### src/serial_flash_defines.vh
`ifndef SERIAL_FLASH_DEFINES_VH
`define SERIAL_FLASH_DEFINES_VH

// Flash opcodes
`define OPC_READ_ID 8'h9f
`define OPC_READ_STATUS 8'h05
`define OPC_WRITE_ENABLE 8'h06
`define OPC_CHIP_ERASE 8'hc7
`define OPC_READ_DATA 8'h03
`define OPC_PAGE_PROGRAM 8'h02
`define OPC_SECTOR_ERASE 8'h20
`define OPC_READ_PARAMS 8'h5a

// Command port codes
`define CMD_READ_ID 3'h0
`define CMD_READ_STATUS 3'h1
`define CMD_WRITE_ENABLE 3'h2
`define CMD_CHIP_ERASE 3'h3
`define CMD_SECTOR_ERASE 3'h4
`define CMD_READ_DATA 3'h5
`define CMD_PAGE_PROGRAM 3'h6
`define CMD_READ_PARAMS 3'h7

// Response lengths
`define ID_BYTES 16'h0003
`define STATUS_BYTES 16'h0001

// Status fields
`define STATUS_BUSY_BIT 0
`define STATUS_WEL_BIT 1

// Page program length limit
`define PROG_MAX_BYTES 16'h00ff

// File-system layout
`define FS_BASE_ADDR 24'h00_0000
`define SECTOR_MASK 24'hff_f000
`define BLOCK_SHIFT 12
`define MAX_FILES 8'h80
`define MAX_FILE_SIZE 25'h100_0000
`define FAILSAFE_MIN_BLOCKS 14'h0002

// Timing
`define CLK_PERIOD_NS 25
`define LINK_PERIOD_NS 200
`define LINK_HALF_CYC ((`LINK_PERIOD_NS / 2) / `CLK_PERIOD_NS)
`define CS_GAP_NS 100
`define CS_GAP_CYC ((`CS_GAP_NS + `CLK_PERIOD_NS - 1) / `CLK_PERIOD_NS)

`endif

### src/boot_store_flash_sequencer.v
// Function
// - ID read sends identify opcode, then clocks in exactly three bytes.
// - Status read sends status opcode, then receives one status byte.
// - Status bit 0 means busy, bit 1 means write enable latched.
// - Write enable sends its opcode, then polls until write-enable bit set.
// - Chip erase sends its opcode, then polls until busy clears.
// - Data read sends opcode and 24-bit address, then any byte count.
// - Page program sends opcode, 24-bit address, then 1 to 255 bytes.
// - Sector erase sends opcode and 24-bit address, then polls busy.
// - Every erasable sector is treated as four kilobytes.
// - File-system region starts fixed at flash address zero.
// - Files take whole four-kilobyte blocks, at least one block.
// - At most 128 files in total.
// - Fail-safe files take double size, at least eight kilobytes.
// - Files larger than sixteen megabytes are rejected.
// - Discoverable parameter table can be read from the flash.
`timescale 1ns/1ps
`default_nettype none
`include "serial_flash_defines.vh"

module boot_store_flash_sequencer (
  // Clock and reset
  input wire core_clk,
  input wire rst_n,
  // Command port
  input wire cmd_valid,
  output reg cmd_ready,
  input wire [2:0] cmd_op,
  input wire [23:0] cmd_addr,
  input wire [15:0] cmd_len,
  output reg cmd_done,
  output reg cmd_error,
  // Program data stream
  input wire wr_valid,
  output wire wr_ready,
  input wire [7:0] wr_data,
  // Read data stream
  output reg rd_valid,
  output reg [7:0] rd_data,
  output reg [7:0] status_byte,
  // File allocation check
  input wire alloc_valid,
  input wire [24:0] alloc_size,
  input wire alloc_failsafe,
  input wire alloc_release,
  output reg alloc_done,
  output reg alloc_ok,
  output reg [13:0] alloc_blocks,
  output reg [7:0] file_count,
  // Flash pins
  output reg flash_cs_n,
  output reg flash_sclk,
  output reg flash_mosi,
  input wire flash_miso
);

  localparam [3:0] S_IDLE = 4'h0;
  localparam [3:0] S_OP = 4'h1;
  localparam [3:0] S_ADDR = 4'h2;
  localparam [3:0] S_DUMMY = 4'h3;
  localparam [3:0] S_READ = 4'h4;
  localparam [3:0] S_WRITE = 4'h5;
  localparam [3:0] S_END = 4'h6;
  localparam [3:0] S_POLL_OP = 4'h7;
  localparam [3:0] S_POLL_RD = 4'h8;

  localparam [7:0] DIV_LAST = `LINK_HALF_CYC - 1;
  localparam [7:0] GAP_LAST = `CS_GAP_CYC - 1;

  // Input synchroniser
  reg miso_meta;
  reg miso_s;

  // Byte engine
  reg eng_busy;
  reg [7:0] eng_tx;
  reg [7:0] eng_rx;
  reg [2:0] bit_cnt;
  reg [7:0] div_cnt;
  reg byte_done;

  // Sequencer
  reg [3:0] state;
  reg [2:0] op;
  reg [23:0] addr_sh;
  reg [1:0] addr_idx;
  reg [15:0] count;
  reg armed;
  reg poll;
  reg [7:0] gap_cnt;

  // Combinational helpers
  reg [7:0] opcode;
  reg [7:0] tx_sel;
  reg shifting;
  wire launch;
  wire fifo_valid;
  wire [7:0] fifo_data;
  wire fifo_pop;
  wire poll_met;

  // Program data buffer
  prog_data_fifo #(
    .WIDTH(8),
    .DEPTH(8),
    .AW(3)
  ) u_prog_fifo (
    .core_clk(core_clk),
    .rst_n(rst_n),
    .in_valid(wr_valid),
    .in_ready(wr_ready),
    .in_data(wr_data),
    .out_valid(fifo_valid),
    .out_ready(fifo_pop),
    .out_data(fifo_data)
  );

  // Two-stage sync of the data pin
  always @(posedge core_clk or negedge rst_n) begin
    if (!rst_n) begin
      miso_meta <= 1'b0;
      miso_s <= 1'b0;
    end else begin
      miso_meta <= flash_miso;
      miso_s <= miso_meta;
    end
  end

  // Opcode per command
  always @* begin
    case (op)
      `CMD_READ_ID: opcode = `OPC_READ_ID;
      `CMD_READ_STATUS: opcode = `OPC_READ_STATUS;
      `CMD_WRITE_ENABLE: opcode = `OPC_WRITE_ENABLE;
      `CMD_CHIP_ERASE: opcode = `OPC_CHIP_ERASE;
      `CMD_SECTOR_ERASE: opcode = `OPC_SECTOR_ERASE;
      `CMD_READ_DATA: opcode = `OPC_READ_DATA;
      `CMD_PAGE_PROGRAM: opcode = `OPC_PAGE_PROGRAM;
      default: opcode = `OPC_READ_PARAMS;
    endcase
  end

  // Byte to shift out in each state
  always @* begin
    shifting = 1'b1;
    case (state)
      S_OP: tx_sel = opcode;
      S_ADDR: tx_sel = addr_sh[23:16];
      S_DUMMY: tx_sel = 8'h00;
      S_WRITE: tx_sel = fifo_data;
      S_POLL_OP: tx_sel = `OPC_READ_STATUS;
      S_READ: tx_sel = 8'h00;
      S_POLL_RD: tx_sel = 8'h00;
      default: begin
        tx_sel = 8'h00;
        shifting = 1'b0;
      end
    endcase
  end

  // Start a byte once engine idle; program stalls on empty buffer
  assign launch = shifting && !eng_busy && !armed && (state != S_WRITE || fifo_valid);
  assign fifo_pop = launch && (state == S_WRITE);

  // Poll exit: write enable waits for latch, others wait for not busy
  assign poll_met = (op == `CMD_WRITE_ENABLE) ? eng_rx[`STATUS_WEL_BIT] :
                    !eng_rx[`STATUS_BUSY_BIT];

  // Mode 0 byte shifter, half period from divider
  always @(posedge core_clk or negedge rst_n) begin
    if (!rst_n) begin
      eng_busy <= 1'b0;
      eng_tx <= 8'h00;
      eng_rx <= 8'h00;
      bit_cnt <= 3'h0;
      div_cnt <= 8'h00;
      byte_done <= 1'b0;
      flash_sclk <= 1'b0;
      flash_mosi <= 1'b0;
    end else begin
      byte_done <= 1'b0;
      if (launch) begin
        eng_busy <= 1'b1;
        eng_tx <= tx_sel;
        flash_mosi <= tx_sel[7];
        bit_cnt <= 3'h0;
        div_cnt <= 8'h00;
      end else if (eng_busy) begin
        if (div_cnt == DIV_LAST) begin
          div_cnt <= 8'h00;
          if (!flash_sclk) begin
            flash_sclk <= 1'b1;
            eng_rx <= {eng_rx[6:0], miso_s};
          end else begin
            flash_sclk <= 1'b0;
            if (bit_cnt == 3'h7) begin
              eng_busy <= 1'b0;
              byte_done <= 1'b1;
            end else begin
              bit_cnt <= bit_cnt + 3'h1;
              flash_mosi <= eng_tx[6];
              eng_tx <= {eng_tx[6:0], 1'b0};
            end
          end
        end else begin
          div_cnt <= div_cnt + 8'h01;
        end
      end
    end
  end

  // Command sequencer
  always @(posedge core_clk or negedge rst_n) begin
    if (!rst_n) begin
      state <= S_IDLE;
      op <= `CMD_READ_ID;
      addr_sh <= `FS_BASE_ADDR;
      addr_idx <= 2'h0;
      count <= 16'h0000;
      armed <= 1'b0;
      poll <= 1'b0;
      gap_cnt <= 8'h00;
      cmd_ready <= 1'b1;
      cmd_done <= 1'b0;
      cmd_error <= 1'b0;
      rd_valid <= 1'b0;
      rd_data <= 8'h00;
      status_byte <= 8'h00;
      flash_cs_n <= 1'b1;
    end else begin
      cmd_done <= 1'b0;
      cmd_error <= 1'b0;
      rd_valid <= 1'b0;
      if (launch) begin
        armed <= 1'b1;
      end
      case (state)
        S_IDLE: begin
          if (cmd_valid && cmd_ready) begin
            if (cmd_op == `CMD_PAGE_PROGRAM &&
                (cmd_len == 16'h0000 || cmd_len > `PROG_MAX_BYTES)) begin
              cmd_error <= 1'b1;
              cmd_done <= 1'b1;
            end else begin
              cmd_ready <= 1'b0;
              op <= cmd_op;
              count <= cmd_len;
              addr_idx <= 2'h0;
              poll <= 1'b0;
              flash_cs_n <= 1'b0;
              state <= S_OP;
              if (cmd_op == `CMD_SECTOR_ERASE) begin
                addr_sh <= cmd_addr & `SECTOR_MASK;
              end else begin
                addr_sh <= cmd_addr;
              end
            end
          end
        end
        S_OP: begin
          if (byte_done) begin
            armed <= 1'b0;
            case (op)
              `CMD_READ_ID: begin
                count <= `ID_BYTES;
                state <= S_READ;
              end
              `CMD_READ_STATUS: begin
                count <= `STATUS_BYTES;
                state <= S_READ;
              end
              `CMD_WRITE_ENABLE, `CMD_CHIP_ERASE: begin
                poll <= 1'b1;
                state <= S_END;
              end
              default: state <= S_ADDR;
            endcase
          end
        end
        S_ADDR: begin
          if (byte_done) begin
            armed <= 1'b0;
            addr_sh <= {addr_sh[15:0], 8'h00};
            addr_idx <= addr_idx + 2'h1;
            if (addr_idx == 2'h2) begin
              case (op)
                `CMD_SECTOR_ERASE: begin
                  poll <= 1'b1;
                  state <= S_END;
                end
                `CMD_PAGE_PROGRAM: state <= S_WRITE;
                `CMD_READ_PARAMS: state <= S_DUMMY;
                default: state <= (count == 16'h0000) ? S_END : S_READ;
              endcase
            end
          end
        end
        S_DUMMY: begin
          if (byte_done) begin
            armed <= 1'b0;
            state <= (count == 16'h0000) ? S_END : S_READ;
          end
        end
        S_READ: begin
          if (byte_done) begin
            armed <= 1'b0;
            rd_valid <= 1'b1;
            rd_data <= eng_rx;
            if (op == `CMD_READ_STATUS) begin
              status_byte <= eng_rx;
            end
            count <= count - 16'h0001;
            if (count == 16'h0001) begin
              state <= S_END;
            end
          end
        end
        S_WRITE: begin
          if (byte_done) begin
            armed <= 1'b0;
            count <= count - 16'h0001;
            if (count == 16'h0001) begin
              poll <= 1'b1;
              state <= S_END;
            end
          end
        end
        S_END: begin
          flash_cs_n <= 1'b1;
          if (gap_cnt == GAP_LAST) begin
            gap_cnt <= 8'h00;
            if (poll) begin
              flash_cs_n <= 1'b0;
              state <= S_POLL_OP;
            end else begin
              cmd_done <= 1'b1;
              cmd_ready <= 1'b1;
              state <= S_IDLE;
            end
          end else begin
            gap_cnt <= gap_cnt + 8'h01;
          end
        end
        S_POLL_OP: begin
          if (byte_done) begin
            armed <= 1'b0;
            state <= S_POLL_RD;
          end
        end
        S_POLL_RD: begin
          if (byte_done) begin
            armed <= 1'b0;
            status_byte <= eng_rx;
            if (poll_met) begin
              poll <= 1'b0;
            end
            state <= S_END;
          end
        end
        default: state <= S_IDLE;
      endcase
    end
  end

  // File allocation sizing
  reg [13:0] next_blocks;
  reg [13:0] base_blocks;
  always @* begin
    base_blocks = {1'b0, alloc_size[24:`BLOCK_SHIFT]} + {13'h0000, |alloc_size[11:0]};
    if (base_blocks == 14'h0000) begin
      base_blocks = 14'h0001;
    end
    next_blocks = base_blocks;
    if (alloc_failsafe) begin
      next_blocks = {base_blocks[12:0], 1'b0};
      if (next_blocks < `FAILSAFE_MIN_BLOCKS) begin
        next_blocks = `FAILSAFE_MIN_BLOCKS;
      end
    end
  end

  // Allocation verdict and file count
  always @(posedge core_clk or negedge rst_n) begin
    if (!rst_n) begin
      alloc_done <= 1'b0;
      alloc_ok <= 1'b0;
      alloc_blocks <= 14'h0000;
      file_count <= 8'h00;
    end else begin
      alloc_done <= alloc_valid;
      if (alloc_valid) begin
        alloc_blocks <= next_blocks;
        if (alloc_size > `MAX_FILE_SIZE || file_count >= `MAX_FILES) begin
          alloc_ok <= 1'b0;
          if (alloc_release && file_count != 8'h00) begin
            file_count <= file_count - 8'h01;
          end
        end else begin
          alloc_ok <= 1'b1;
          if (!alloc_release) begin
            file_count <= file_count + 8'h01;
          end
        end
      end else if (alloc_release && file_count != 8'h00) begin
        file_count <= file_count - 8'h01;
      end
    end
  end

endmodule // boot_store_flash_sequencer

`default_nettype wire

### src/prog_data_fifo.v
`timescale 1ns/1ps
`default_nettype none

module prog_data_fifo #(
  parameter WIDTH = 8,
  parameter DEPTH = 8,
  parameter AW = 3
) (
  // Clock and reset
  input wire core_clk,
  input wire rst_n,
  // Fill side
  input wire in_valid,
  output reg in_ready,
  input wire [WIDTH-1:0] in_data,
  // Drain side
  output wire out_valid,
  input wire out_ready,
  output wire [WIDTH-1:0] out_data
);

  localparam [AW:0] FULL_COUNT = DEPTH;

  reg [WIDTH-1:0] mem [0:DEPTH-1];
  reg [AW-1:0] wr_ptr;
  reg [AW-1:0] rd_ptr;
  reg [AW:0] count;
  reg [AW:0] next_count;
  wire push;
  wire pop;

  // Handshakes
  assign push = in_valid && in_ready;
  assign pop = out_valid && out_ready;
  assign out_valid = (count != {(AW+1){1'b0}});
  assign out_data = mem[rd_ptr];

  // Occupancy after this cycle
  always @* begin
    next_count = count;
    if (push && !pop) begin
      next_count = count + 1'b1;
    end else if (pop && !push) begin
      next_count = count - 1'b1;
    end
  end

  // Pointers, count and registered ready
  always @(posedge core_clk or negedge rst_n) begin
    if (!rst_n) begin
      wr_ptr <= {AW{1'b0}};
      rd_ptr <= {AW{1'b0}};
      count <= {(AW+1){1'b0}};
      in_ready <= 1'b1;
    end else begin
      if (push) begin
        wr_ptr <= wr_ptr + 1'b1;
      end
      if (pop) begin
        rd_ptr <= rd_ptr + 1'b1;
      end
      count <= next_count;
      in_ready <= (next_count != FULL_COUNT);
    end
  end

  // Storage, no reset needed
  always @(posedge core_clk) begin
    if (push) begin
      mem[wr_ptr] <= in_data;
    end
  end

endmodule // prog_data_fifo

`default_nettype wire

### config.mk
export PLATFORM = sky130hd
export DESIGN_NAME = boot_store_flash_sequencer
export DESIGN_NICKNAME = d
export VERILOG_FILES = /design/src/boot_store_flash_sequencer.v /design/src/prog_data_fifo.v
export VERILOG_INCLUDE_DIRS = /design/src
export SDC_FILE = /design/constraint.sdc
export NUM_CORES = 1
export LEC_CHECK = 0
export BUFFER_PORTS_ARGS = -buffer_cell sky130_fd_sc_hd__buf_2
export CAP_MARGIN = 20
export CELL_PAD_IN_SITES_DETAIL_PLACEMENT = 1
export CELL_PAD_IN_SITES_GLOBAL_PLACEMENT = 1
export CORE_MARGIN = 10
export CORE_UTILIZATION = 42
export CTS_CLUSTER_SIZE = 10
export DETAILED_ROUTE_END_ITERATION = 8
export PLACE_DENSITY = 0.79
export SLEW_MARGIN = 15
export SYNTH_ARGS = -nofsm -noshare
export SYNTH_HDL_FRONTEND = slang
export SYNTH_SLANG_ARGS = --single-unit
### constraint.sdc
create_clock -name core_clk -period 2.3 [get_ports core_clk]
set_input_delay 0.46 -clock core_clk [delete_from_list [all_inputs] [get_ports core_clk]]
set_output_delay 0.46 -clock core_clk [all_outputs]
set_load 0.01 [all_outputs]
## Word-level counts from Yosys, hierarchy flattened

Memories as Yosys holds them, arrays and structs flattened.
Cells that the tools add are included.

| storage, ports and cells | value |
|---|---|
| ROM bits | 0 |
| word-level logic and storage cells | 259 |
| flip-flop bits (word level) | 147 |
| latch bits | 0 |
| output and inout port bits | 48 |
| bits in writable memories | 64 |
| memories | 1 |
| bits of input ports | 84 |

Memory list:

| memory | words | bits a word | read ports | clocked after Yosys merged registers in | wr ports | RTL line | text |
|---|---|---|---|---|---|---|---|
| u_prog_fifo.mem | 8 | 8 | 1 | 0 | 1 | prog_data_fifo.v:24 | `reg [WIDTH-1:0] mem [0:DEPTH-1];` |

| operators by class | value |
|---|---|
| $lt $le $gt $ge | 4 |
| shifts and indexed selects | 0 |
| div/mod/pow operators | 0 |
| reduce and logical (&&, ||, !) cells | 51 |
| $mul | 0 |
| bitwise gates (word level) | 3 |
| add/sub/neg operators | 12 |
| eq/ne operators | 46 |
| multiplexer cells | 109 |

Operators by type and width:

| cell | number |
|---|---|
| $mux 8 | 11 |
| $mux 24 | 3 |
| $mux 16 | 4 |
| $pmux 8 s7 | 1 |
| $mux 4 | 13 |
| $pmux 16 s3 | 1 |
| $pmux 24 s2 | 1 |
| $mux 1 | 45 |
| $mux 14 | 3 |
| $mux 7 | 5 |
| $ne 2x2->1 const B | 17 |
| $logic_not 16->1 | 2 |
| $pmux 16 s2 | 1 |
| $pmux 4 s8 | 1 |
| $pmux 8 s4 | 1 |
| $gt 25x25->1 const B | 1 |
| $add 8x1->8 const B | 3 |
| $eq 3x3->1 const B | 7 |
| $mux 3 | 6 |
| $eq 16x1->1 const B | 1 |
| $eq 4x3->1 const B | 4 |
| $eq 8x2->1 const B | 2 |
| $gt 16x8->1 const B | 1 |
| $pmux 8 s2 | 1 |
| other kinds (49) | 90 |

## Longest topological paths before layout

Gate-level depths: netlist of the first run.

| logic depth | value |
|---|---|
| depth in word-level cells | 12 |
| mapped depth | 10 |
| mapped depth without buffers | 10 |

## By module

Synthesis of the first run repeated with hierarchy kept, for this count alone.

| unflattened totals | value |
|---|---|
| cells, all modules | 954 |
| area, all modules | 10466.3 um2 |

By module, submodules not included:

| module | cells an instance | times used | seq. area each (um2) | area each (um2) |
|---|---|---|---|---|
| boot_store_flash_sequencer | 795 | 1 | 3405.8 | 7418.4 |
| prog_data_fifo | 159 | 1 | 2198.4 | 3047.9 |

## Worst setup path after synthesis of the first run

No wires, ideal clock.

| timing | value |
|---|---|
| kind | in2reg |
| start | in alloc_size[2] |
| end | reg alloc_blocks[1] |
| cell stages on the path | 10 |
| data required time | 2.212 ns |
| path slack | 0.010 ns |
| path buffers | 0 |
| library setup time | 0.088 ns |
| data arrival time | 2.202 ns |
| cells stage by stage | nor4_1 nand3_1 ha_1 ha_1 or3_1 o21ai_0 nand3_1 nor4_1 nand4_1 a41oi_1 |

| on the way | value |
|---|---|
| word-level cells in the longest chain between the ends | 7 |

RTL lines:

| element | RTL line | text |
|---|---|---|
| start: declaration | boot_store_flash_sequencer.v:43 | `input wire [24:0] alloc_size,` |
| $reduce_or 12->1 (*) | boot_store_flash_sequencer.v:369 | `` base_blocks = {1'b0, alloc_size[24:`BLOCK_SHIFT]} + {13'h0000, \|alloc_size[11:0]}; `` |
| $add 13x1->14 (*) | boot_store_flash_sequencer.v:369 |  |
| $logic_not 14->1 | boot_store_flash_sequencer.v:370 | `if (base_blocks == 14'h0000) begin` |
| $mux 14 (*) | boot_store_flash_sequencer.v:370 |  |
| $lt 14x2->1 (no source line) | -- |  |
| $mux 14 | boot_store_flash_sequencer.v:376 | `` if (next_blocks < `FAILSAFE_MIN_BLOCKS) begin `` |
| $mux 14 (*) | boot_store_flash_sequencer.v:374 | `if (alloc_failsafe) begin` |
| end signal: assignment | boot_store_flash_sequencer.v:392 | `alloc_blocks <= next_blocks;` |
| end: declaration | boot_store_flash_sequencer.v:48 | `output reg [13:0] alloc_blocks,` |

Mark *: on every way between the ends. The rest lies on a longest branch, timed or not.
A chain may end at the register's enable or synchronous reset.

## Final worst setup path of the first run

| timing | value |
|---|---|
| start | reg u_prog_fifo.count[1] |
| end | reg u_prog_fifo.in_ready |

| on the way | value |
|---|---|
| word-level cells in the longest chain between the ends | 9 |
| elaborated cells between the ends (all ways) | 13 |
| classes of those cells | 2 x add/sub; 1 x eq/ne; 2 x mux; 8 x reduce/logical |

RTL lines:

| element | RTL line | text |
|---|---|---|
| start: declaration | prog_data_fifo.v:27 | `reg [AW:0] count;` |
| start signal: assignment | prog_data_fifo.v:53 | `count <= {(AW+1){1'b0}};` |
| start signal: assignment | prog_data_fifo.v:62 | `count <= next_count;` |
| $reduce_bool 4->1 | prog_data_fifo.v:35 | `assign out_valid = (count != {(AW+1){1'b0}});` |
| $logic_or 1x1->1 | boot_store_flash_sequencer.v:162 | `assign launch = shifting && !eng_busy && !armed && (state != S_WRITE \|\| fifo_valid);` |
| $logic_and 1x1->1 | boot_store_flash_sequencer.v:162 |  |
| $logic_and 1x1->1 | boot_store_flash_sequencer.v:163 | `assign fifo_pop = launch && (state == S_WRITE);` |
| $logic_and 1x1->1 | prog_data_fifo.v:34 | `assign pop = out_valid && out_ready;` |
| $logic_and 1x1->1 or $logic_not 1->1 (tied branches) | prog_data_fifo.v:43, prog_data_fifo.v:41 |  |
| $mux 4 or $logic_and 1x1->1 (tied branches) | prog_data_fifo.v:43, prog_data_fifo.v:41 |  |
| $mux 4 (*) | prog_data_fifo.v:41 | `if (push && !pop) begin` |
| net u_prog_fifo.next_count[3] | prog_data_fifo.v:28 | `reg [AW:0] next_count;` |
| $ne 4x4->1 (*) | prog_data_fifo.v:63 | `in_ready <= (next_count != FULL_COUNT);` |
| end signal: assignment | prog_data_fifo.v:63 |  |
| end: declaration | prog_data_fifo.v:14 | `output reg in_ready,` |

Mark *: on every way through the listed nets, which the timed path passes. The rest lies on a longest branch.

==> flow_summary.ini, run 1 <==
[synthesis]
yosysTopAreaCellShare = 0.3462
yosysTopAreaCell = dfrtp_1
syn-num-nets = 1054
synthCells = 953
synth_seq_cells = 211
synth_flop_cell = dfrtp_1
synth-edff-count = 64
syn_area_um2 = 10410
syn_area_per_cell_um2 = 10.92
ys_types = 68
yosysSeqAreaShare = 0.5384
yosysWarnings = 0
synthTopCellsByArea = dfrtp_1 35%, edfxtp_1 18%, o21ai_0 4.1%
synth-async-reset-ratio = 0.6967

[worst_setup_path]
crit_path_top_delay_cell = or4b_4
critPathKind = reg -> reg
startpoint_type = flip-flop
crit_buf_inv = 3
max_stage_delay_ns = 0.49
crit_path_end_kind = flip-flop
worstSetupStartpoint = u_prog_fifo.count[1]
path_cells = inv_1, ha_2, nor3b_4, nor4_4, buf_6, buf_4, a21oi_4, xnor2_2, or4b_4
crit_arrival_ns = 2.71
worstReg2RegStart = u_prog_fifo.count[1]
cp_max_fo = 7
critical_path.top_delay_family = simple AND/OR/NAND/NOR gates
critical_path_required_ns = 2.75

[sta]
skew_ns = 0.01897
hold_ws_ns = 0.04219
fin_crit_ns = 2.260
drv_slew = 0
finalSetupTns_ns = 0
hold_viol = 0
tightest_slew_ns = 0.7719
fin_crit_sh = 0.9826
max_freq_mhz = 442.5
finalSetupViolCount = 0
setup_ws_ns = 0.04012
slew_headroom = 0.4854

[grt]
grt_usage = 0.1869
grt_max_degree = 55
grt_pass1_vias = 8965
grt_first_pass_wirelength_um = 48130
grt.overflow.total = 0
antenna_found_initial = 1

[status]
status = completed

[floorplanning]
die_w_um = 177.4
rows = 57
core_region_area_um2 = 24320
die-height_um = 177.4
die_area_um2 = 31480
ioPinCount = 132
start_util = 0.4280

[placement]
numPlacedInstances = 1436
gp_congestion = 0.8581
hpwl_um = 20970
io_buffers = 131
place_ws_ns = -0.4137

[final_layout]
drive_gt1_frac = 0.2896
final_cell_mix = 144 x dfrtp_1, 130 x buf_2, 113 x nand2_1, 86 x o21ai_0, 77 x buf_4
final_cells = 1492
fill_cells = 2640
synthToLayoutAreaGrowth_pct = 24.28
final_common_cell = dfrtp_1
nets = 1249

[clock_network]
cts_made_buffers = 26
cts_max_path_buffers = 3
cts_max_level = 1
cts.clk_slew.worst_paths_ns = 0.06
root_buffer = clkbuf_16
worstSkewPairLatency_ns = 0.54
cts_tree = built
cts.sinks = 211

[pwr]
leakagePower_uw = 0.005698
pwr-share-clk = 0.388
combPwrFrac = 0.149
switching_power_uw = 2656
p_sw_frac = 0.2713
vdd_ir_drop_max_mv = 0.5780
p_per_area_nw_per_um2 = 756.8
p_int_uw = 7135
p_total_uw = 9790
seq_power_share = 0.464

[route]
drcViolationCount = 0
drt_iter0_drc = 619
dr.pass1.iters = 5
vias_per_cell = 5.488
postRouteAntennaNets = 0
wire_per_inst_um = 20.08
vias = 8188
drt-total-wl_um = 29960

[worst_hold_path]
hold_start = flash_miso
holdCritPathClass = in -> reg

[job]
cap_violations = 0
==> kinds of logic (layout without fill, tap and decap cells) <==
| group | after synthesis | count (layout) | share of synthesized area |
|---|---|---|---|
| DFF | 211 | 211 | 0.5384 |
| xor gates and xnor gates | 34 | 34 | 0.02861 |
| AOI/OAI and AO/OA | 217 | 217 | 0.1284 |
| adders and majority gates | 18 | 18 | 0.02140 |
| muxes | 90 | 90 | 0.1055 |
| other | 0 | 1 | 0 |
| buffers and inverters | 73 | 287 | 0.02849 |
| and+or+nand+nor | 310 | 310 | 0.1492 |
==> area by class of cell <==
| cell class | count | area, um^2 | area share |
|---|---|---|---|
| diodes | 1 | 2.502 | 0.0001934 |
| clock buffers | 44 | 768.2 | 0.05939 |
| clock inverters | 3 | 26.28 | 0.002031 |
| inverters | 23 | 86.33 | 0.006674 |
| multi-input cells | 669 | 4651 | 0.3595 |
| flip-flops and latches | 211 | 5604 | 0.4332 |
| well taps | 324 | 405.4 | 0.03134 |
| repair buffers | 217 | 1393 | 0.1077 |
==> worst paths after layout <==
path                       slack, ns  depth (start not counted)                    to
setup / recovery                0.04                          9  u_prog_fifo.in_ready
hold / removal                  0.04                          1             miso_meta
setup reg to reg                0.04                          9  u_prog_fifo.in_ready
hold reg to reg                 0.35                          0                miso_s
max in group asynchronous       1.16                          3  u_prog_fifo.in_ready
min in group asynchronous       0.46                          2              count[4]
==> power by group through the flow <==
stage	Combinational (uW)	Clock (uW)	Sequential, uW
2_1_floorplan	713	0	4530
3_3_place_gp	1280	0	4550
3_5_place_dp	1350	0	4590
4_1_cts	1420	3880	4530
5_1_grt	1600	4050	4580
6_report	1450	3800	4540
==> registers in the layout, indices dropped and copies added (netlist names), 4 cells and up <==
name               count
addr_sh               24
alloc_blocks          14
div_cnt                8
status_byte            8
rd_data                8
gap_cnt                8
u_prog_fifo.count      4
eng_tx                 7
u_prog_fifo.mem       64
count                 16
eng_rx                 8
state                  4
file_count             8
==> what timing repair did <==
item | 4_1_cts | 5_1_grt
pin swaps | 1 | 6
setup buffers | 4 | 4
setup endpoints to repair | 2 | 39
hold endpoints to repair | 49 | 0
resized for setup | 4 | 23
hold buffers | 1 | 0
==> cell usage after synthesis, types with 6 or more instances <==
| master | count |
|---|---|
| and2_1 | 6 |
| o21ai_1 | 9 |
| nand4_1 | 8 |
| clkbuf_1 | 29 |
| mux2i_1 | 40 |
| nor3b_1 | 6 |
| o22ai_1 | 9 |
| xnor2_1 | 21 |
| a22oi_1 | 16 |
| a32oi_1 | 7 |
| ha_1 | 17 |
| nor2_1 | 52 |
| buf_2 | 15 |
| nand2b_1 | 14 |
| o21a_1 | 8 |
| nor2b_1 | 11 |
| a21oi_1 | 33 |
| mux4_2 | 12 |
| dfrtp_1 | 144 |
| inv_1 | 23 |
| a31oi_1 | 8 |
| and3_1 | 13 |
| edfxtp_1 | 64 |
| nor4_1 | 16 |
| xor2_1 | 13 |
| o21ai_0 | 86 |
| nand3_1 | 24 |
| mux2_2 | 36 |
| nor3_1 | 22 |
| nand2_1 | 113 |
==> per-stage QoR <==
step                utilization  cell area, um^2
floorplan                     -            10410
global route             0.5318            12930
finish                   0.5319            12940
CTS                      0.5264            12800
global placement         0.4914            11950
detailed placement       0.4914            11950
==> routing by layer <==
metal / global-route usage / routed length [um]
met2: 0.3112 / 14430
met4: 0.04342 / 483
met5: 0 / 0
met1: 0.2452 / 13410
met3: 0.03867 / 1639
Power figures use the tool's default switching activity.
==> run 2, diff against run 1 <==
--- a/config.mk
+++ b/config.mk
@@ -10,11 +10,12 @@
 export CAP_MARGIN = 20
 export CELL_PAD_IN_SITES_DETAIL_PLACEMENT = 1
 export CELL_PAD_IN_SITES_GLOBAL_PLACEMENT = 1
+export CORE_ASPECT_RATIO = 1.1
 export CORE_MARGIN = 10
 export CORE_UTILIZATION = 42
 export CTS_CLUSTER_SIZE = 10
 export DETAILED_ROUTE_END_ITERATION = 8
-export PLACE_DENSITY = 0.79
+export PLACE_DENSITY = 0.89
 export SLEW_MARGIN = 15
 export SYNTH_ARGS = -nofsm -noshare
 export SYNTH_HDL_FRONTEND = slang
==> run 2 against run 1 <==
Compared with the run above:
- clock skew rose by 0.0013 ns
- clock-buffer cell count shrank 1
- clock power fell by 5%
- largest cell class unchanged
- global-route usage is 0.85 points higher
- largest power group unchanged
- utilization fell by 1.2 points
- via count grew 2.5%
- sequential share of layout area rose by 0.69 points
- critical endpoint unchanged
- cell count fell by 1.7%
- critical path depth is 1 higher
- routed wire length is 2.8% higher
- combinational power fell by 3%
==> flow_summary.ini, run 2 (synthesized netlist as in run 1, its figures left out) <==
[final_layout]
fill_cells = 2698
synthToLayoutAreaGrowth_pct = 22.35
final_cell_mix = 144 x dfrtp_1, 131 x buf_2, 112 x nand2_1, 86 x o21ai_0, 68 x buf_4
antennaDiodeCount = 0
nets = 1240
drive_gt1_frac = 0.2766
final_common_cell = dfrtp_1
largest_reg_flops = 64
postLayoutCellArea_um2 = 12730
largest-register = u_prog_fifo.mem
reg_top3 = u_prog_fifo.mem: 64 flops, addr_sh: 24 flops, count: 16 flops

[route]
drcViolationCount = 0
postRouteAntennaNets = 0
drt_iter0_drc = 690
vias_per_cell = 5.721
vias = 8392
dr.pass1.iters = 5
wire_per_inst_um = 21.00
drt-total-wl_um = 30800

[worst_setup_path]
crit_path_top_delay_cell = or4b_1
critical_path.top_delay_family = simple AND/OR/NAND/NOR gates
worstReg2RegStart = u_prog_fifo.count[0]
r2r_end = u_prog_fifo.in_ready
path_cells = inv_1, ha_1, nor3b_2, buf_4, nor4_4, buf_6, nand3_1, o21ai_0, xor2_1, or4b_1
r2r_cells = 10
crit_end = u_prog_fifo.in_ready
crit_buf_inv = 3
startpoint_type = flip-flop
cp_max_fo = 10
crit_path_end_kind = flip-flop
critPathKind = reg -> reg
cp.depth = 10
crit_arrival_ns = 2.72
critical_path_required_ns = 2.75
timing.reg2reg.setup_slack_ns = 0.04
max_stage_delay_ns = 0.55
worstSetupStartpoint = u_prog_fifo.count[0]

[floorplanning]
die_area_um2 = 31490
die_w_um = 170.1
start_util = 0.4253
ioPinCount = 132
rows = 60
core_region_area_um2 = 24470
die-height_um = 185.1

[clock_network]
cts_tree = built
cts.clk_slew.worst_paths_ns = 0.06
worstSkewPairLatency_ns = 0.54
cts.sinks = 211
cts_made_buffers = 25
cts_max_path_buffers = 3
root_buffer = clkbuf_16
cts_max_level = 1

[pwr]
vdd_ir_drop_max_mv = 0.4948
p_per_area_nw_per_um2 = 749.0
p_total_uw = 9538
leakagePower_uw = 0.005593

[sta]
drv_slew = 0
finalSetupTns_ns = 0
tightest_slew_ns = 0.8202
skew_ns = 0.02025
rsz0062_at_grt = true
fin_crit_sh = 0.9845
slew_headroom = 0.4532
max_freq_mhz = 441.6
hold_ws_ns = 0.04030
finalSetupViolCount = 0
hold_viol = 0
fin_crit_ns = 2.264

[grt]
grt_first_pass_wirelength_um = 50150
grt_pass1_vias = 9345
grt_usage = 0.1954
antenna_found_initial = 1
grt.overflow.total = 0
grt_max_degree = 53

[worst_hold_path]
holdCritPathClass = in -> reg

[placement]
placedInstanceArea_um2 = 11890
hpwl_um = 21950
io_buffers = 131
gp_congestion = 0.8760

[job]
cap_violations = 0

[status]
status = completed
-- run 2: metal layers --
metal / vias to the layer above / part of all wire / track usage
li1: 3853 / - / -
met1: 4167 / 0.41 / 0.2362
met2: 301 / 0.50 / 0.3386
met3: 71 / 0.068 / 0.04302
met4: 0 / 0.027 / 0.06285
met5: - / 0 / 0
-- run 2: per-stage QoR --
step / util / std cells / worst slack [ns]
detailed placement: 0.4858 / 1417 / -0.3305
global route: 0.5203 / 1467 / -0.1149
floorplan: - / 953 / 0.01008
CTS: 0.5167 / 1464 / 0.01749
finish: 0.5203 / 1467 / 0.03561
global placement: 0.4858 / 1417 / -0.2124
-- run 2: area by class of cell --
| class | instances | area [um^2] | area share |
|---|---|---|---|
| multi-input cells | 669 | 4598 | 0.3611 |
| flip-flops and latches | 211 | 5604 | 0.4401 |
| inverters | 23 | 86.33 | 0.006779 |
| clock buffers | 43 | 703.2 | 0.05522 |
| repair buffers | 209 | 1330 | 0.1044 |
| clock inverters | 2 | 25.02 | 0.001965 |
| well taps | 310 | 387.9 | 0.03046 |
-- run 2: how the worst min path moves through the flow --
stage	from	end	slack (ns)	cells past startpoint
after floorplan	rst_n	addr_idx[0]	0.16	0
after global placement	miso_meta	miso_s	0.33	0
after detailed placement	miso_meta	miso_s	0.34	0
after CTS	flash_miso	miso_meta	0.03	1
after global routing	flash_miso	miso_meta	0.03	1
final	flash_miso	miso_meta	0.04	1
-- run 2: power breakdown --
part,internal [uW],switching (uW)
registers,4240,282
clock network,2070,1540
logic,594,811
total,6900,2640
-- run 2: repair_timing --
item	in CTS	in global routing
resized for setup	3	17
buffers inserted	1	1
pin swaps	1	2
setup endpoints to repair	2	42
hold endpoints to repair	37	0
gates cloned	0	1
hold buffers	1	0
==> run 3, diff against run 2 <==
--- a/config.mk
+++ b/config.mk
@@ -15,7 +15,9 @@
 export CORE_UTILIZATION = 42
 export CTS_CLUSTER_SIZE = 10
 export DETAILED_ROUTE_END_ITERATION = 8
+export GPL_TIMING_DRIVEN = 0
 export PLACE_DENSITY = 0.89
+export SETUP_SLACK_MARGIN = 0.02
 export SLEW_MARGIN = 15
 export SYNTH_ARGS = -nofsm -noshare
 export SYNTH_HDL_FRONTEND = slang
==> constraint.sdc (replaced) <==
create_clock -name core_clk -period 2.3 [get_ports core_clk]
set_input_delay 0 -clock core_clk [delete_from_list [all_inputs] [get_ports core_clk]]
set_output_delay 0 -clock core_clk [all_outputs]
set_load 0.01 [all_outputs]
==> run 3 against run 2 <==
Compared with the run above:
- worst hold slack worse by 0.026 ns
- clock-buffer cell count up 1
- register-to-register slack worse by 0.06 ns
- the run now ends with negative setup slack left
- largest cell class unchanged
- first-iteration DRC count up 13%
- sequential share of layout area down 2.4 points
- die area unchanged
==> flow_summary.ini, run 3 (synthesized netlist as in run 1, its figures left out) <==
[worst_setup_path]
crit_path_end_kind = flip-flop
crit_path_top_delay_cell = dlygate4sd3_1
critical_path_required_ns = 2.70
path_cells = buf_2, nor4_4, nand3_2, ha_2, nand3_2, nor3_2, nand2_1, xor2_1, dlygate4sd3_1, o22ai_1, dlygate4sd3_1
crit_arrival_ns = 2.72
critPathKind = in -> reg
cp_max_fo = 6
startpoint_type = input pin
max_stage_delay_ns = 0.60

[grt]
grt_first_pass_wirelength_um = 54190
grt_usage = 0.2134
antenna_found_initial = 0
grt.overflow.total = 0
grt_max_degree = 85
grt_pass1_vias = 9737

[final_layout]
postLayoutCellArea_um2 = 13470
drive_gt1_frac = 0.2659
final_cell_mix = 142 x buf_2, 142 x dfrtp_1, 111 x nand2_1, 80 x o21ai_0, 70 x dlygate4sd3_1
largest_reg_flops = 64
largest-register = u_prog_fifo.mem
synthToLayoutAreaGrowth_pct = 29.37
antennaDiodeCount = 0
reg_top3 = u_prog_fifo.mem: 64 flops, addr_sh: 24 flops, count: 16 flops
nets = 1309

[sta]
setup_ws_ns = -0.02508
slew_headroom = 0.3330
skew_ns = 0.01009
max_freq_mhz = 430.1
finalSetupViolCount = 2
drv_slew = 0
tightest_slew_ns = 0.9913
rsz0062_at_grt = true
fin_crit_sh = 1.011
hold_viol = 0
fin_crit_ns = 2.325

[floorplanning]
ioPinCount = 132
die_w_um = 170.1
die-height_um = 185.1
start_util = 0.4253
rows = 60
die_area_um2 = 31490
core_region_area_um2 = 24470

[status]
status = finished, violations left
violations = negative setup slack

[route]
top_layer = met4
met1Wirelength_um = 14050
vias_per_cell = 5.845
route.met3.wl_um = 2263
dr_wl_met2_um = 19150
drt_iter0_drc = 778
vias = 8978
wire_per_inst_um = 23.71
drt-total-wl_um = 36430
drcViolationCount = 0
dr.pass1.iters = 5
postRouteAntennaNets = 0

[clock_network]
cts_max_level = 1
cts.sinks = 211
cts_made_buffers = 25
cts.clk_slew.worst_paths_ns = 0.06
root_buffer = clkbuf_16
cts_max_path_buffers = 3
worstSkewPairLatency_ns = 0.53
cts_tree = built

[job]
cap_violations = 0

[placement]
hpwl_um = 21680
io_buffers = 127
gp_congestion = 0.9060
place_ws_ns = -0.3449
placedInstanceArea_um2 = 11500

[pwr]
vdd_ir_drop_max_mv = 0.4682
leakagePower_uw = 0.005807
p_per_area_nw_per_um2 = 728.0

[worst_hold_path]
holdCritPathClass = in -> async
-- run 3: report_power, final --
part | internal (uW) | switching [uW]
Combinational | 706 | 962
Sequential | 4240 | 295
Clock | 2030 | 1570
-- run 3: critical path: cells and delay by family --
family                   cells  cell delay (ns)
buffers and inverters        3             1.32
XOR/XNOR                     1             0.20
adder cells (fa/ha/maj)      1             0.23
AO/OA/AOI/OAI                1             0.09
AND/OR/NAND/NOR              5             0.87
-- run 3: per-stage QoR --
step / hold slack, ns / cells / util / total power [uW] / setup TNS, ns
6_report: 0.01453 / 1536 / 0.5502 / 9802 / -0.04756
5_1_grt: 0.07979 / 1536 / 0.5502 / 10170 / -1.233
4_1_cts: 0.01243 / 1517 / 0.5350 / 9578 / -0.1484
3_5_place_dp: -0.01237 / 1393 / 0.4700 / 5883 / -14.54
3_3_place_gp: 0.1096 / 1390 / 0.4671 / 5703 / -156.20
2_1_floorplan: -0.2956 / 953 / - / 5246 / 0
-- run 3: layer usage --
layer  up-vias  global-route usage
met5         -                   0
met4         0             0.06250
met3        71             0.04003
met2       339              0.3905
met1      4574              0.2471
li1       3994                   -
-- run 3: what timing repair did --
action                                  in CTS  in global routing
pin swaps                                    6                 12
hold buffers                                70                  0
endpoints found under the setup margin      87                 83
buffers inserted                            10                 19
hold endpoints to repair                   270                  0
cloned                                       0                  2
gates resized for setup                     35                 53
-- run 3: layout make-up --
class,instances,area [um^2]
plain buffers,48,249.0
clock buffers,44,696.9
clock inverters,1,5.005
fillers,2640,11010
inverters,23,86.33
multi-input cells,669,4778
flip-flops and latches,211,5607
well taps,310,387.9
repair buffers,230,1655
-- run 3: final timing paths --
kind,startpoint,endpoint,slack (ns),cells after the start
worst min-delay path,rst_n,count[6],0.01,2
min in group core_clk,alloc_size[13],alloc_blocks[1],0.09,4
worst min register to register,miso_meta,miso_s,0.35,0
worst max register to register,state[1],u_prog_fifo.in_ready,-0.03,8
worst max-delay path,alloc_size[6],alloc_blocks[10],-0.03,11
max in group asynchronous,rst_n,u_prog_fifo.in_ready,1.47,3
